### src/icc_cfg.svh
`ifndef ICC_CFG_SVH
`define ICC_CFG_SVH
// register byte offsets
`define ICC_OFS_CTRL 12'h000
`define ICC_OFS_BUF 12'h004
`define ICC_OFS_IRQ_STAT 12'h008
`define ICC_OFS_IRQ_MASK 12'h00c
// control field positions
`define ICC_BIT_ENABLE 15
`define ICC_BIT_IDLE_HALT 13
`define ICC_BIT_FIRST_EDGE 9
`define ICC_BIT_WIDE 8
`define ICC_BIT_SRC 7
`define ICC_BIT_IRQ_HI 6
`define ICC_BIT_IRQ_LO 5
`define ICC_BIT_OVF 4
`define ICC_BIT_BNE 3
`define ICC_BIT_MODE_HI 2
`define ICC_BIT_MODE_LO 0
// writable control bits mask and reset value
`define ICC_CTRL_WMASK 32'h0000a3e7
`define ICC_CTRL_RESET 32'h00000000
// capture modes
`define ICC_MODE_OFF 3'h0
`define ICC_MODE_ANY 3'h1
`define ICC_MODE_FALL 3'h2
`define ICC_MODE_RISE 3'h3
`define ICC_MODE_RISE4 3'h4
`define ICC_MODE_RISE16 3'h5
`define ICC_MODE_FIRST 3'h6
// interrupt interval codes
`define ICC_IRQ_EVERY2 2'h0
`define ICC_IRQ_EVERY1 2'h1
`define ICC_IRQ_EVERY3 2'h2
`define ICC_IRQ_EVERY4 2'h3
// status bits
`define ICC_STAT_CAPTURE 0
`define ICC_STAT_OVERFLOW 1
// buffer depth
`define ICC_BUF_DEPTH 4
`define ICC_BUF_AW 2
`endif

### src/icc_pkg.sv
package icc_pkg;
  typedef struct packed {
    logic enable;
    logic idle_halt_select;
    logic first_edge_select;
    logic wide_capture_select;
    logic counter_source_select;
    logic [1:0] irq_interval_field;
    logic [2:0] capture_mode_field;
  } icc_ctrl_s;
  typedef struct packed {
    logic [15:0] timer_two_source;
    logic [15:0] timer_three_source;
  } icc_timers_s;
endpackage : icc_pkg

### src/icc_sync.sv
`timescale 1ns/1ps
module icc_sync (
  // clock and reset
  input wire logic pclk,
  input wire logic presetn,
  // pin in, filtered level and edges out
  input wire logic pin,
  output logic level,
  output logic rise,
  output logic fall
);
  logic s1_q, s2_q, s3_q, lvl_q;
  wire agree = (s2_q == s3_q);
  // three stages; level moves only once the last two agree
  always_ff @(posedge pclk or negedge presetn) begin
    if (!presetn) begin
      s1_q <= 1'b0;
      s2_q <= 1'b0;
      s3_q <= 1'b0;
      lvl_q <= 1'b0;
    end else begin
      s1_q <= pin;
      s2_q <= s1_q;
      s3_q <= s2_q;
      if (agree) lvl_q <= s3_q;
    end
  end
  assign level = lvl_q;
  assign rise = agree && s3_q && !lvl_q;
  assign fall = agree && !s3_q && lvl_q;
endmodule : icc_sync

### src/icc_buf.sv
`timescale 1ns/1ps
`include "icc_cfg.svh"
module icc_buf (
  // clock and reset
  input wire logic pclk,
  input wire logic presetn,
  input wire logic clr,
  // write side
  input wire logic push,
  input wire logic [31:0] wdata,
  output logic full,
  // read side
  input wire logic pop,
  output logic [31:0] rdata,
  output logic not_empty
);
  logic [31:0] mem_q [`ICC_BUF_DEPTH];
  logic [`ICC_BUF_AW-1:0] wp_q, rp_q;
  logic [`ICC_BUF_AW:0] cnt_q;
  wire do_push = push && !full;
  wire do_pop = pop && not_empty;
  assign full = (cnt_q == (`ICC_BUF_AW+1)'(`ICC_BUF_DEPTH));
  assign not_empty = (cnt_q != '0);
  assign rdata = mem_q[rp_q];
  // pointers and count; a clear drops every entry
  always_ff @(posedge pclk or negedge presetn) begin
    if (!presetn) begin
      wp_q <= '0;
      rp_q <= '0;
      cnt_q <= '0;
    end else if (clr) begin
      wp_q <= '0;
      rp_q <= '0;
      cnt_q <= '0;
    end else begin
      if (do_push) wp_q <= wp_q + 1'b1;
      if (do_pop) rp_q <= rp_q + 1'b1;
      cnt_q <= cnt_q + {2'h0, do_push} - {2'h0, do_pop};
    end
  end
  // storage has no reset, only pointed entries are read
  always_ff @(posedge pclk) begin
    if (do_push) mem_q[wp_q] <= wdata;
  end
endmodule : icc_buf

### src/icc_top.sv
// The implementer's own choices: the APB interface to the registers and the register addresses.
`timescale 1ns/1ps
`include "icc_cfg.svh"
// Behaviour
// - enable low resets channel, stops new interrupt events
// - idle-halt set stops capture in idle
// - mode 110 first edge picks rise/fall
// - wide select captures 32-bit combined value
// - 16-bit source: zero timer_three_source, one timer_two_source
// - interval field sets events per interrupt
// - read-only overflow flag after overflow
// - read-only buffer not empty flag
module icc_top
  import icc_pkg::*;
(
  // apb clock and reset
  input wire logic pclk,
  input wire logic presetn,
  // apb slave
  input wire logic psel,
  input wire logic penable,
  input wire logic pwrite,
  input wire logic [11:0] paddr,
  input wire logic [31:0] pwdata,
  output logic [31:0] prdata,
  output logic pready,
  output logic pslverr,
  // capture pin and timers
  input wire logic cap_pin,
  input wire icc_timers_s timers,
  input wire logic cpu_idle,
  // interrupt
  output logic irq
);
  logic [31:0] ctrl_q;
  logic ovf_q;
  logic [1:0] stat_q, mask_q;
  logic [1:0] ev_cnt_q;
  logic [3:0] pre_cnt_q;
  logic armed_q;
  logic [31:0] prdata_q;
  logic pin_rise, pin_fall;
  logic buf_full, buf_ne;
  logic [31:0] buf_rdata;
  icc_ctrl_s cfg;

  // field view of the control word
  assign cfg.enable = ctrl_q[`ICC_BIT_ENABLE];
  assign cfg.idle_halt_select = ctrl_q[`ICC_BIT_IDLE_HALT];
  assign cfg.first_edge_select = ctrl_q[`ICC_BIT_FIRST_EDGE];
  assign cfg.wide_capture_select = ctrl_q[`ICC_BIT_WIDE];
  assign cfg.counter_source_select = ctrl_q[`ICC_BIT_SRC];
  assign cfg.irq_interval_field = ctrl_q[`ICC_BIT_IRQ_HI:`ICC_BIT_IRQ_LO];
  assign cfg.capture_mode_field = ctrl_q[`ICC_BIT_MODE_HI:`ICC_BIT_MODE_LO];

  // apb decode; zero wait states
  wire acc = psel && penable;
  wire wr = acc && pwrite;
  wire rd = acc && !pwrite;
  wire sel_ctrl = (paddr == `ICC_OFS_CTRL);
  wire sel_buf = (paddr == `ICC_OFS_BUF);
  wire sel_stat = (paddr == `ICC_OFS_IRQ_STAT);
  wire sel_mask = (paddr == `ICC_OFS_IRQ_MASK);
  wire mapped = sel_ctrl || sel_buf || sel_stat || sel_mask;
  assign pready = 1'b1;
  assign pslverr = acc && !mapped;

  // channel runs only while enabled and not halted by idle
  wire chan_rst = !cfg.enable;
  wire run = cfg.enable && !(cfg.idle_halt_select && cpu_idle);

  // input conditioning on the pin
  icc_sync u_sync (
    .pclk(pclk),
    .presetn(presetn),
    .pin(cap_pin),
    .level(), // only the edges matter here
    .rise(pin_rise),
    .fall(pin_fall)
  );

  // edge qualification per mode; the first-edge bit only matters in mode 110
  wire first_hit = cfg.first_edge_select ? pin_rise : pin_fall;
  wire any_edge = pin_rise || pin_fall;
  logic edge_ok;
  always_comb begin
    edge_ok = 1'b0;
    case (cfg.capture_mode_field)
      `ICC_MODE_OFF: edge_ok = 1'b0;
      `ICC_MODE_ANY: edge_ok = any_edge;
      `ICC_MODE_FALL: edge_ok = pin_fall;
      `ICC_MODE_RISE: edge_ok = pin_rise;
      `ICC_MODE_RISE4: edge_ok = pin_rise && (pre_cnt_q[1:0] == 2'h3);
      `ICC_MODE_RISE16: edge_ok = pin_rise && (pre_cnt_q == 4'hf);
      `ICC_MODE_FIRST: edge_ok = armed_q ? any_edge : first_hit;
      default: edge_ok = 1'b0;
    endcase
  end
  wire cap_ev = run && edge_ok;

  // timer value chosen by width and source select
  wire [15:0] t16 = cfg.counter_source_select ? timers.timer_two_source : timers.timer_three_source;
  wire [31:0] cap_val = cfg.wide_capture_select ? {timers.timer_three_source, timers.timer_two_source}
                                                : {16'h0000, t16};

  // capture buffer; reading the buffer word pops one entry
  wire pop = rd && sel_buf;
  icc_buf u_buf (
    .pclk(pclk),
    .presetn(presetn),
    .clr(chan_rst),
    .push(cap_ev),
    .wdata(cap_val),
    .full(buf_full),
    .pop(pop),
    .rdata(buf_rdata),
    .not_empty(buf_ne)
  );
  wire ovf_ev = cap_ev && buf_full;

  // events per interrupt request
  logic [1:0] ev_limit;
  always_comb begin
    ev_limit = 2'h1;
    case (cfg.irq_interval_field)
      `ICC_IRQ_EVERY1: ev_limit = 2'h0;
      `ICC_IRQ_EVERY2: ev_limit = 2'h1;
      `ICC_IRQ_EVERY3: ev_limit = 2'h2;
      `ICC_IRQ_EVERY4: ev_limit = 2'h3;
      default: ev_limit = 2'h1;
    endcase
  end
  wire ev_done = cap_ev && (ev_cnt_q == ev_limit);
  wire [1:0] ev_set = {ovf_ev, ev_done} & {2{run}};

  // control register; status bits are not writable
  always_ff @(posedge pclk or negedge presetn) begin
    if (!presetn) ctrl_q <= `ICC_CTRL_RESET;
    else if (wr && sel_ctrl) ctrl_q <= pwdata & `ICC_CTRL_WMASK;
  end

  // prescale, first-edge arming and event counting, all held in reset while off
  always_ff @(posedge pclk or negedge presetn) begin
    if (!presetn) begin
      pre_cnt_q <= 4'h0;
      armed_q <= 1'b0;
      ev_cnt_q <= 2'h0;
    end else if (chan_rst) begin
      pre_cnt_q <= 4'h0;
      armed_q <= 1'b0;
      ev_cnt_q <= 2'h0;
    end else if (run) begin
      if (pin_rise) pre_cnt_q <= pre_cnt_q + 4'h1;
      if (cap_ev) armed_q <= 1'b1;
      if (cap_ev) ev_cnt_q <= ev_done ? 2'h0 : ev_cnt_q + 2'h1;
    end
  end

  // overflow flag stays until the channel is disabled
  always_ff @(posedge pclk or negedge presetn) begin
    if (!presetn) ovf_q <= 1'b0;
    else if (chan_rst) ovf_q <= 1'b0;
    else if (ovf_ev) ovf_q <= 1'b1;
  end

  // sticky status; a read clears only the bits it reported, since read data is taken in setup
  // and an event landing between setup and access would otherwise be lost; a new event wins
  wire stat_rd = rd && sel_stat;
  always_ff @(posedge pclk or negedge presetn) begin
    if (!presetn) begin
      stat_q <= 2'h0;
      mask_q <= 2'h0;
    end else begin
      stat_q <= (stat_rd ? (stat_q & ~prdata_q[1:0]) : stat_q) | ev_set;
      if (wr && sel_mask) mask_q <= pwdata[1:0];
    end
  end
  assign irq = |(stat_q & mask_q);

  // read mux
  logic [31:0] rd_mux;
  always_comb begin
    rd_mux = 32'h0000_0000;
    if (sel_ctrl) begin
      rd_mux = ctrl_q;
      rd_mux[`ICC_BIT_OVF] = ovf_q;
      rd_mux[`ICC_BIT_BNE] = buf_ne;
    end else if (sel_buf) begin
      rd_mux = buf_rdata;
    end else if (sel_stat) begin
      rd_mux = {30'h0, stat_q};
    end else if (sel_mask) begin
      rd_mux = {30'h0, mask_q};
    end
  end

  // registered read data, updated in the setup cycle
  always_ff @(posedge pclk or negedge presetn) begin
    if (!presetn) prdata_q <= 32'h0000_0000;
    else if (psel && !penable && !pwrite) prdata_q <= rd_mux;
  end
  assign prdata = prdata_q;
endmodule : icc_top

### config.mk
export PLATFORM = sky130hd
export DESIGN_NAME = icc_top
export DESIGN_NICKNAME = d
export VERILOG_FILES = /design/src/icc_pkg.sv /design/src/icc_sync.sv /design/src/icc_buf.sv /design/src/icc_top.sv
export VERILOG_INCLUDE_DIRS = /design/src
export SDC_FILE = /design/constraint.sdc
export NUM_CORES = 1
export LEC_CHECK = 0
export BUFFER_PORTS_ARGS = -buffer_cell sky130_fd_sc_hd__buf_4
export CAP_MARGIN = 10
export CORE_UTILIZATION = 42
export CTS_CLUSTER_DIAMETER = 120
export DETAILED_ROUTE_END_ITERATION = 6
export PLACE_DENSITY = 0.6
export SLEW_MARGIN = 0
export SYNTH_ARGS = -nofsm -noshare
export SYNTH_HDL_FRONTEND = slang
export SYNTH_SLANG_ARGS = --single-unit
### constraint.sdc
create_clock -name pclk -period 3.35 [get_ports pclk]
set_input_delay 0.67 -clock pclk [delete_from_list [all_inputs] [get_ports pclk]]
set_output_delay 0.67 -clock pclk [all_outputs]
set_load 0.005 [all_outputs]
==> impl_metrics.py <==
metrics = {
    "synth": {
        "synthCells": 472,
        "synth_ff_type": "edfxtp_1",
        "yosysUniqueCellTypes": 48,
        "syn-cell-area_um2": 7898,
        "synth_xor_area_frac": 0.009981,
        "yosysWarnings": 0,
        "async_flop_share": 0.3368,
        "syn_nets": 568,
        "syn_area_per_cell_um2": 16.73,
        "synth-compound-area-share": 0.06099,
        "synth_top_family_by_area": "multiplexers",
        "synthMuxAreaShare": 0.1261,
        "synth-simple-area-share": 0.06670,
        "synth-seq-cells": 193,
        "yosysSeqAreaShare": 0.6926,
        "synthAdderAreaFrac": 0.02155,
        "synth_edf_count": 128,
    },
    "timing": {
        "fin_crit_ns": 2.629,
        "slew_violations": 0,
        "tightest_slew_ns": 0.8929,
        "finalWorstSetupSlack_ns": 0.7206,
        "skew_ns": 0.01573,
        "rsz0062_at_grt": "false",
        "hold_viol": 0,
        "max_freq_mhz": 380.3,
        "setup_viol": 0,
        "tns_ns": 0,
        "max-slew-margin-rel": 0.4048,
        "min_period_over_period": 0.7849,
        "fin_hold_ws_ns": 0.3544,
    },
    "global_routing": {
        "grt_pass1_vias": 4644,
        "overflow": 0,
        "grt_util_all_layers": 0.1853,
        "grt_pass1_wl_mm": 26.15,
        "antenna_found_initial": 0,
        "grt_start_max_net_pins": 66,
    },
    "clocking": {
        "hold_buffers": 0,
        "cts_buffers": 17,
        "postCtsResizedCells": 0,
        "htreeDepth": 4,
        "clk_pin_slew_ns": 0.06,
        "clock_sinks": 193,
        "cts_tree": "done",
        "post-cts-setup-buffers": 0,
        "insertion_delay_ns": 0.43,
        "clockBufferDepth": 2,
        "root_buffer": "clkbuf_16",
    },
    "finish": {
        "area_growth_pct": 20.94,
        "fin_cells": 817,
        "final_util": 0.5246,
        "multi_input_area_um2": 2266,
        "register_area_um2": 5472,
        "nNetsFinal": 671,
        "drive_gt1_frac": 0.3401,
        "stdcell_area_um2": 9552,
        "fill_cells": 1535,
        "n_antenna_cell": 0,
        "final_cell_mix": "edfxtp_1 (128), buf_4 (104), dfrtp_1 (64)",
        "layout_commonest_cell": "edfxtp_1",
    },
    "power": {
        "p_comb_frac": 0.070,
        "power.leakage_nw": 3.726,
        "power_switching_mw": 1.185,
        "p_seq_frac": 0.529,
        "peakVddDrop_v": 0.0003603,
        "power.share.clock": 0.401,
        "p_int_mw": 3.929,
        "p_total_mw": 5.115,
        "swShare": 0.2317,
        "power.density_nw_per_um2": 535.5,
    },
    "detailed_routing": {
        "num_vias": 4349,
        "vias_per_cell": 5.323,
        "drc_errors": 12,
        "wirelength_mm": 16.65,
        "drtIter0Drc": 223,
        "postRouteAntennaNets": 0,
        "firstDrtPassIters": 7,
        "wire_per_inst_um": 20.38,
    },
    "floorplanning": {
        "start_util": 0.4337,
        "die_h_um": 139.1,
        "die_area_um2": 19360,
        "die_width_um": 139.1,
        "core_um2": 18210,
        "io-pin-count": 118,
        "placementRows": 49,
    },
    "placement": {
        "pre_cts_slack_ns": 0.2978,
        "place_area_um2": 8952,
        "io_buffers": 94,
        "gp_congestion": 0.7641,
        "place_hpwl_mm": 10.62,
        "dp.cells": 785,
    },
    "setup_path": {
        "crit_path_max_fanout": 6,
        "path_class": "in -> out",
        "reg2reg_slack_ns": 0.87,
        "cp_cell_sequence": "buf_4 -> or4_4 -> nor4_2 -> buf_4 -> nor2_1 -> buf_4",
        "slowest_delay_ns": 0.55,
        "required_ns": 2.68,
        "cp-end-kind": "output port",
        "cp-start-kind": "input port",
        "critPathSlowestCell": "or4_4",
        "path_buf_inv": 3,
        "cp_data_arrival_time_ns": 1.96,
        "crit_top_cell": "buf_4",
        "cpLargestDelayFamily": "simple AND/OR/NAND/NOR gates",
    },
    "outcome": {
        "status": "finished, violations left",
        "failed_checks": "design-rule violations",
    },
    "min_path": {
        "hp-class": "reg -> reg",
    },
    "job": {
        "drv_cap": 0,
    },
}
routing by layer:
| metal | global-route usage | vias to the layer above | routed length [um] |
|---|---|---|---|
| met2 | 0.3052 | 97 | 8336 |
| met4 | 0.04094 | 0 | 131 |
| met5 | 0 | - | 0 |
| li1 | - | 2019 | - |
| met1 | 0.2442 | 2223 | 7440 |
| met3 | 0.05387 | 10 | 745 |
sequential cells by signal, indices dropped and copies added, names as in the netlist:
name          flops
u_buf.cnt_q       3
u_buf.mem_q     128
ovf_q             1
pre_cnt_q         4
u_buf.rp_q        2
mask_q            2
stat_q            2
u_sync.level      1
u_sync.s1_q       1
ev_cnt_q          2
armed_q           1
u_buf.wp_q        2
prdata           32
u_sync.s2_q       1
ctrl_q           10
u_sync.s3_q       1
cell families after synthesis:
logic type,count (synthesis)
buffers and inverters,42
AO/OA/AOI/OAI,62
flip-flops,193
multiplexers,57
other,1
XOR/XNOR,9
adder cells (fa/ha/maj),13
AND/OR/NAND/NOR,95
power groups by stage:
stage                     Sequential, mW  Combinational [mW]  Clock [mW]
after floorplan                     2.74               0.219           0
after global routing                2.72               0.407        2.19
after global placement              2.75               0.347           0
after detailed placement            2.76               0.364           0
final                               2.71               0.356        2.05
after CTS                           2.71               0.366        2.08
worst register-to-register path, stage by stage, from the launching register on:
cell and delay [ns]:
dfrtp_1 0.50, inv_1 0.27, a21oi_1 0.18, o2111ai_1 0.23, a21oi_2 0.34, ha_1 0.21, inv_1 0.05, fa_1 0.37
xnor2_1 0.16, nor2_1 0.05
Yosys cell counts (all sizes together) (2+ instances only):
master,count,area share
xor2,5,0.0055
nor4,2,0.0032
buf,10,0.0063
nand4,3,0.0024
o211ai,2,0.0019
clkbuf,14,0.0067
mux2,20,0.029
or3,3,0.0030
a221o,10,0.013
nor2b,2,0.0016
xnor2,4,0.0044
and3,3,0.0024
nand2b,4,0.0032
a22o,21,0.023
nor3,5,0.0032
a21oi,6,0.0043
mux2i,5,0.0063
nor2,24,0.011
edfxtp,128,0.49
or4,2,0.0029
inv,18,0.0086
mux4,32,0.091
and2,21,0.017
o2bb2ai,2,0.0022
a31o,2,0.0022
dfrtp,65,0.21
ha,12,0.019
o21ai,12,0.0076
nand2,21,0.010
path summary, 6_finish.rpt:
path,startpoint,cells past startpoint,end
max in group asynchronous,presetn,1,u_buf.rp_q[0]$_DFFE_PN0P_
setup reg to reg,ctrl_q[15]$_DFFE_PN0P_,9,u_buf.cnt_q[2]$_DFF_PN0_
setup / recovery,paddr[1],6,pslverr
min in group asynchronous,presetn,1,stat_q[1]$_DFF_PN0_
hold / removal,u_sync.s1_q$_DFF_PN0_,0,u_sync.s2_q$_DFF_PN0_
hold reg to reg,u_sync.s1_q$_DFF_PN0_,0,u_sync.s2_q$_DFF_PN0_
layout make-up:
type	count	share of cell area
Inverter	18	0.007074
Timing Repair Buffer	108	0.09012
Clock buffer	18	0.04493
Multi-Input combinational cell	237	0.2372
Tap cell	229	0.03000
Sequential cell	193	0.5728
Clock inverter	14	0.01782
(Power assumes the default switching activity.)
